==> config.mk <==
export PLATFORM = sky130hd
export DESIGN_NAME = sfiba_rx
export DESIGN_NICKNAME = d
export VERILOG_FILES = /design/src/rtl/sfiba_pkg.sv /design/src/rtl/sfiba_delay_mem.sv /design/src/rtl/sfiba_rx.sv
export SDC_FILE = /design/constraint.sdc
export NUM_CORES = 1
export LEC_CHECK = 0
export ABC_CLOCK_PERIOD_IN_PS = 2650
export BUFFER_PORTS_ARGS = -buffer_cell sky130_fd_sc_hd__buf_2
export CELL_PAD_IN_SITES_DETAIL_PLACEMENT = 1
export CELL_PAD_IN_SITES_GLOBAL_PLACEMENT = 1
export CORE_ASPECT_RATIO = 1.1
export CORE_MARGIN = 4
export CORE_UTILIZATION = 51
export DETAILED_ROUTE_END_ITERATION = 6
export PLACE_DENSITY = 0.85
export SETUP_SLACK_MARGIN = 0.02
export SLEW_MARGIN = 10
export SYNTH_ARGS = -nofsm -noshare
export SYNTH_HDL_FRONTEND = slang
export SYNTH_SLANG_ARGS = --single-unit
==> constraint.sdc <==
create_clock -name clk -period 2.65 [get_ports clk]
set_input_delay 0 -clock clk [delete_from_list [all_inputs] [get_ports clk]]
set_output_delay 0 -clock clk [all_outputs]
set_load 0.1 [all_outputs]
==> src/rtl/sfiba_pkg.sv <==
package sfiba_pkg;
	// Link shape: sixteen data lanes plus the sampled forwarded clock.
	localparam int NUM_LANES = 16;
	localparam int LANE_ALL = NUM_LANES + 1;
	localparam int CLK_LANE = NUM_LANES;
	localparam int DESER = 4;
	localparam int WORD_W = NUM_LANES * DESER;

	// Shared delay line.
	localparam int TAP_W = 4;
	localparam int NUM_TAPS = 16;
	localparam logic [TAP_W-1:0] TAP_RESET = 4'h0;
	localparam logic [TAP_W-1:0] TAP_STEP = 4'h1;

	// Deserializer bit counter.
	localparam logic [1:0] BIT_LAST = 2'h3;
	localparam logic [1:0] BIT_STEP = 2'h1;

	// Training timing, counted in deserialized words.
	localparam logic [2:0] SETTLE_WORDS = 3'h2;
	localparam logic [2:0] CONFIRM_LAST = 3'h3;
	localparam logic [2:0] CNT_STEP = 3'h1;

	// Word alignment marker expected on lane 0, and the sampled clock word patterns.
	localparam logic [DESER-1:0] TRAIN_NIBBLE = 4'h8;
	localparam logic [DESER-1:0] NIB_ONES = 4'hf;
	localparam logic [DESER-1:0] NIB_ZEROS = 4'h0;

	// Training sequence.
	typedef enum logic [2:0] {
		ST_START,
		ST_SEEK_ONE,
		ST_SEEK_FALL,
		ST_WORD_SEARCH,
		ST_WORD_CONFIRM,
		ST_ALIGNED
	} sfiba_state_t;
endpackage

==> src/rtl/sfiba_delay_mem.sv <==
`timescale 1ns/10ps
module sfiba_delay_mem
(
	// Clock and reset.
	input wire logic clk,
	input wire logic rstn,
	// Samples in and delay selection.
	input wire logic [sfiba_pkg::LANE_ALL-1:0] din,
	input wire logic [sfiba_pkg::TAP_W-1:0] tap,
	// Delayed samples, registered.
	output logic [sfiba_pkg::LANE_ALL-1:0] dout
);
	import sfiba_pkg::*;

	typedef struct packed {
		logic [NUM_TAPS-1:0][LANE_ALL-1:0] line;
		logic [LANE_ALL-1:0] dout;
	} sfiba_dly_t;

	sfiba_dly_t q;
	sfiba_dly_t d;

	// One tap is one core cycle; all lanes share the same selected tap.
	always_comb
	begin
		d = q;
		d.line = {q.line[NUM_TAPS-2:0], din};
		d.dout = q.line[tap];
	end

	// State register.
	always_ff @(posedge clk or negedge rstn)
	begin
		if (!rstn)
			q <= '0;
		else
			q <= d;
	end

	assign dout = q.dout;
endmodule

==> src/rtl/sfiba_rx.sv <==
`timescale 1ns/10ps
// Overview of operation
// - Link carries sixteen data lanes plus one forwarded clock.
// - Each lane deserialized four to one into a 64-bit word.
// - All lanes share one delay setting; inter-lane skew assumed small.
// - Forwarded clock is deserialized exactly like an extra data lane.
// - Step shared delay until sampled clock falls, then hold it.
// - Training works from a sampled clock of one, zero or ambiguous.
// - A start from a sampled clock other than one steps the tap until it samples ones.
// - Word alignment starts only after bus alignment, in same machine.
// - Signals to the tester cross asynchronous domains safely.
// - Tester generates patterns and checks received data for accuracy.
module sfiba_rx
(
	// Clock and reset.
	input wire logic clk,
	input wire logic rstn,
	// Link pins.
	input wire logic [sfiba_pkg::NUM_LANES-1:0] lane_din,
	input wire logic link_clk,
	// Received words towards the pattern checker.
	output logic [sfiba_pkg::WORD_W-1:0] rx_data_q,
	output logic rx_word_toggle_q,
	output logic rx_aligned_q,
	// Training status.
	output logic bus_aligned_q,
	output logic [sfiba_pkg::TAP_W-1:0] delay_tap_q,
	output logic [sfiba_pkg::DESER-1:0] clk_word_q
);
	import sfiba_pkg::*;

	typedef struct packed {
		logic [LANE_ALL-1:0] sync1;
		logic [LANE_ALL-1:0] sync2;
		logic clk_prev;
		logic [LANE_ALL-1:0][DESER-1:0] shreg;
		logic [1:0] bit_cnt;
		logic slip;
		logic word_rdy;
		logic [LANE_ALL-1:0][DESER-1:0] word;
		sfiba_state_t state;
		logic [2:0] settle;
		logic [2:0] confirm;
		logic [TAP_W-1:0] tap;
		logic bus_aligned;
		logic aligned;
		logic toggle;
		logic [WORD_W-1:0] data;
	} sfiba_rx_t;

	sfiba_rx_t q;
	sfiba_rx_t d;
	logic [LANE_ALL-1:0] dly_out;
	logic [DESER-1:0] cw;
	logic [DESER-1:0] lane0;

	// Next tap wraps so a search that misses the edge keeps going.
	function automatic logic [TAP_W-1:0] next_tap(input logic [TAP_W-1:0] t);
		next_tap = t + TAP_STEP;
	endfunction

	// Flatten the data lanes, lane 0 in the low nibble.
	function automatic logic [WORD_W-1:0] flat(
		input logic [LANE_ALL-1:0][DESER-1:0] w);
		logic [WORD_W-1:0] r;
		r = '0;
		for (int i = 0; i < NUM_LANES; i++)
			r[i*DESER +: DESER] = w[i];
		flat = r;
	endfunction

	// The forwarded clock rides through the delay line as lane 16.
	sfiba_delay_mem u_delay
	(
		.clk(clk),
		.rstn(rstn),
		.din(q.sync2),
		.tap(q.tap),
		.dout(dly_out)
	);

	assign cw = q.word[CLK_LANE];
	assign lane0 = q.word[0];

	// Sampling, deserializing and the training sequence.
	always_comb
	begin
		d = q;
		d.sync1 = {link_clk, lane_din};
		d.sync2 = q.sync1;
		d.clk_prev = q.sync2[CLK_LANE];
		d.word_rdy = 1'b0;
		// The undelayed clock rise is the fixed strobe; delay moves the eye.
		if (q.sync2[CLK_LANE] && !q.clk_prev)
		begin
			for (int i = 0; i < LANE_ALL; i++)
				d.shreg[i] = {q.shreg[i][DESER-2:0], dly_out[i]};
			if (q.slip)
				d.slip = 1'b0;
			else if (q.bit_cnt == BIT_LAST)
			begin
				d.bit_cnt = '0;
				d.word = d.shreg;
				d.word_rdy = 1'b1;
			end
			else
				d.bit_cnt = q.bit_cnt + BIT_STEP;
		end
		// Decisions are made once per word, after the delay has settled.
		if (q.word_rdy)
		begin
			d.data = flat(q.word);
			if (q.settle != '0)
				d.settle = q.settle - CNT_STEP;
			else
			begin
				case (q.state)
					ST_START:
					begin
						if (cw == NIB_ONES)
							d.state = ST_SEEK_FALL;
						else
						begin
							d.state = ST_SEEK_ONE;
							d.tap = next_tap(q.tap);
							d.settle = SETTLE_WORDS;
						end
					end
					ST_SEEK_ONE:
					begin
						if (cw == NIB_ONES)
							d.state = ST_SEEK_FALL;
						else
						begin
							d.tap = next_tap(q.tap);
							d.settle = SETTLE_WORDS;
						end
					end
					ST_SEEK_FALL:
					begin
						if (cw == NIB_ZEROS)
						begin
							d.state = ST_WORD_SEARCH;
							d.bus_aligned = 1'b1;
						end
						else
						begin
							d.tap = next_tap(q.tap);
							d.settle = SETTLE_WORDS;
						end
					end
					ST_WORD_SEARCH:
					begin
						if (lane0 == TRAIN_NIBBLE)
						begin
							d.state = ST_WORD_CONFIRM;
							d.confirm = '0;
						end
						else
						begin
							d.slip = 1'b1;
							d.settle = SETTLE_WORDS;
						end
					end
					ST_WORD_CONFIRM:
					begin
						// A lost marker restarts the search without a slip.
						if (lane0 != TRAIN_NIBBLE)
							d.state = ST_WORD_SEARCH;
						else if (q.confirm == CONFIRM_LAST)
						begin
							d.state = ST_ALIGNED;
							d.aligned = 1'b1;
						end
						else
							d.confirm = q.confirm + CNT_STEP;
					end
					ST_ALIGNED:
					begin
						// The word and the toggle change in one cycle and
						// then stand for a whole word, so the far domain
						// synchronises the toggle alone before reading.
						d.toggle = ~q.toggle;
					end
					default:
						d.state = ST_START;
				endcase
			end
		end
		// Data stays zero until the link is aligned.
		if (!d.aligned)
			d.data = '0;
	end

	// State register; the tap and status reset to known values.
	always_ff @(posedge clk or negedge rstn)
	begin
		if (!rstn)
		begin
			q <= '0;
			q.state <= ST_START;
			q.tap <= TAP_RESET;
			// Words built from the empty delay line are never judged.
			q.settle <= SETTLE_WORDS;
		end
		else
			q <= d;
	end

	// Outputs come straight from the state register. The wide word never
	// crosses on its own: the tester waits for a synchronised toggle
	// change, and the word stands unchanged for a whole word time.
	assign rx_data_q = q.data;
	assign rx_word_toggle_q = q.toggle;
	assign rx_aligned_q = q.aligned;
	assign bus_aligned_q = q.bus_aligned;
	assign delay_tap_q = q.tap;
	assign clk_word_q = cw;
endmodule

==> summary.txt <==
Die
  • Die Y-Extent: 212 um
  • Core Footprint: 0.0373 mm2
  • Starting density of the core: 51.9%
  • Die X: 194 um
  • Die area: 0.0411 mm2
  • Row count: 74
  • Ports: 94

Setup path
  • CP Data Required Time: 3.10 ns
  • CP cell instances: inv_1 > ha_1 > ha_1 > nand2_1 > nor2_4 > a31oi_4 > buf_12 > buf_4 > nor2_4
  • Critical Path Stages: 9
  • Critical Path Source: q[75]
  • Worst-path fanout max: 26
  • Critical path's slowest cell: dfstp_2
  • Worst Path Buf+Inv: 3
  • Critical path class: flop to flop
  • Worst r2r src: q[75]
  • Startpoint types: flop
  • CP endpoint kind: flop
  • WP data arrival: 2.86 ns
  • Worst r2r path cells: 9
  • Max incr delay on CP: 0.55 ns
  • Crit-path leading delay family: buffers and inverters

Flow run
  • Number of max-cap violations: 0

Timing
  • Slew @ Worst Pin: 0.757 ns
  • Unrepaired setup endpoints after global routing: no
  • Relative slew slack: 49.4%
  • Slew Viols, Final: 0
  • PnR worst setup slack: 0.248 ns
  • Clk_skew: 0.0116 ns
  • F_max: 0.416 GHz
  • Final Critical Period: 2.40 ns
  • Fin. Hold Viols: 0
  • Setup-failing EPs final: 0
  • Period utilization: 90.7%
  • Setup TNS: 0 ns

Logic synthesis
  • Avg Cell Area, Syn: 14.9 um2
  • Post-synthesis mux area share: 14.9%
  • Compound-Gate Fraction of Synth Area: 3.76%
  • Fraction of registers with async set or reset after synthesis: 100%
  • XOR/XNOR Fraction of Synth Area: 0.181%
  • Post-synthesis cell type count: 48
  • Main synth FF type: dfrtp_1
  • Synth Area in Simple Gates: 7.72%
  • Largest family of logic cells by synthesized area: multiplexers
  • EDFF count, synth: 0
  • Mapped cell area: 0.0194 mm2
  • Post-Synthesis Cells: 1298
  • Post-synthesis register bit count: 526
  • Adder-Cell Fraction of Synth Area: 0.453%
  • Synth warn: 0
  • Post-synthesis sequential area ratio: 68.0%
  • Synth Net Count: 1324

Placement
  • Gpl congestion: 0.776
  • Place WS: 0.330 ns
  • Detailed placement HPWL: 26.0 mm
  • I/O Buffers: 93

Route
  • Routed WL per cell: 23.3 um
  • Routed via count: 10400
  • DRC viols: 0
  • First DRT Iteration DRCs: 593
  • DRT antenna net count: 0
  • Final WL: 44.1 mm
  • Via density per instance: 5.52
  • TritonRoute pass-1 iters: 5

Pwr
  • Cell area power density: 989 mW/mm2
  • Worst vdd ir: 0.000502 V
  • Leak Pwr: 9.88 nW

GRT
  • Vias in the first global route: 12300
  • Pin count of the biggest net entering global routing: 84
  • GR Overflow Total: 0
  • GRT Total Usage: 22.0%
  • Initial antenna violation count: 0
  • Met1 GRT Util: 27.6%
  • Met2 usage: 40.0%
  • First-pass GRT wire length: 71.8 mm
  • Met3 Usage GRT: 3.52%
  • Top Usage Layer GRT: met2

Clock network
  • CTS tree: yes
  • CTS H-tree lvls: 2
  • Clock Root Buffer: clkbuf_16
  • Num Clock Sinks: 526
  • Clock transition at the registers of the reported paths: 0.07 ns
  • CTS max path bufs: 3
  • Clk_lat worst skew: 0.57 ns
  • CTS buffer count: 50

Final layout
  • Antenna Cells: 0
  • P&R area growth vs syn: 13.0%
  • Final nets: 1388
  • Layout cell share with drive strength beyond 1: 27.3%

Run status
  • Status: complete, no violations

Worst hold path
  • Hold WC Path Type: primary input to async pin
[metrics by stage]
stage          hold slack, ns  instances  power, W  area [um2]  util, %
3_5_place_dp           0.0654       1786    0.0145       20100     53.9
5_1_grt                0.0575       1891    0.0226       21900     58.6
4_1_cts                0.0394       1891    0.0218       21900     58.6
3_3_place_gp           0.0597       1786    0.0141       20100     53.9
6_report               0.0191       1891    0.0216       21900     58.6
2_1_floorplan          -0.296       1298    0.0131       19400        -
[per-layer routing]
layer	wire length (um)	vias to the layer above
met5	0	-
met4	1130	0
li1	-	4515
met2	23800	243
met1	17500	5584
met3	1700	89
[cell families after synthesis]
logic type | Yosys count
adder cells (fa/ha/maj) | 7
flip-flops | 526
multiplexers | 237
AND/OR/NAND/NOR | 276
buffers and inverters | 149
XOR/XNOR | 4
AO/OA/AOI/OAI | 99
[final timing paths]
kind | endpoint | slack (ns)
worst max-delay path | rx_data_q[61] | 0.25
worst min-delay path | q[222] | 0.02
worst max register to register | rx_data_q[61] | 0.25
worst min register to register | u_delay.d[45] | 0.34
max in group asynchronous | q[75] | 1.76
min in group clk | d[226] | 0.07
[synthesized netlist by cell type, drive strengths merged, types with 2 or more instances]
cell type / n / area, um2
nor4b: 2 / 23.8
buf: 105 / 793
xnor2: 3 / 26.3
a221oi: 34 / 298
ha: 7 / 87.6
mux2i: 132 / 1320
inv: 8 / 30.0
nand4: 3 / 18.8
o221a: 2 / 22.5
nand3: 4 / 20.0
a22oi: 17 / 128
o21ai: 26 / 130
mux2: 71 / 800
a21oi: 4 / 20.0
a32o: 2 / 20.0
nand2: 177 / 664
dfrtp: 525 / 13100
mux4: 34 / 766
nor2b: 3 / 18.8
nor2: 73 / 652
and2: 2 / 12.5
a21o: 2 / 15.0
nor3: 2 / 10.0
o2111ai: 3 / 26.3
nor4: 2 / 12.5
clkbuf: 35 / 131
nand2b: 5 / 31.3
a31oi: 2 / 12.5
[state kept, by name, indices dropped and copies added (netlist names)]
name,cells
q,141
u_delay.dout,17
lane0,4
bus_aligned_q,1
rx_aligned_q,1
u_delay.d,254
rx_word_toggle_q,1
clk_word_q,4
rx_data_q,64
u_delay.q,17
delay_tap_q,4
d,18
[cell type report]
cell class | instances | area, um2
fillers | 3436 | 15400
well taps | 494 | 618
flip-flops and latches | 526 | 13200
inverters | 9 | 33.8
multi-input cells | 623 | 5260
clock inverters | 22 | 220
clock buffers | 65 | 1380
repair buffers | 152 | 1190
[report_power, final]
group | switching (W) | total [W] | leakage, nW | internal, W
registers | 0.00102 | 0.0102 | 6.42 | 0.00920
clock network | 0.00307 | 0.00712 | 0.799 | 0.00405
logic | 0.00238 | 0.00429 | 2.65 | 0.00191
[placed cells by master (no fill, tap or decap), drive strengths merged, types with 4 or more instances in the layout]
master and count:
a21oi 4, a221oi 34, a22oi 17, buf 134, bufinv 4, clkbuf 65
clkinv 16, dfrtp 525, dlygate4sd3 18, ha 7, inv 10, mux2 71
mux2i 132, mux4 34, nand2 177, nand2b 5, nand3 4, nor2 73
o21ai 26
[what timing repair did]
item | 4_1_cts | 5_1_grt
gates resized for setup | 0 | 0
buffers inserted | 0 | 0
hold buffers | 18 | 0
hold endpoints to repair | 217 | 0
setup endpoints to repair | 0 | 0
Power figures use the tool's default switching activity.
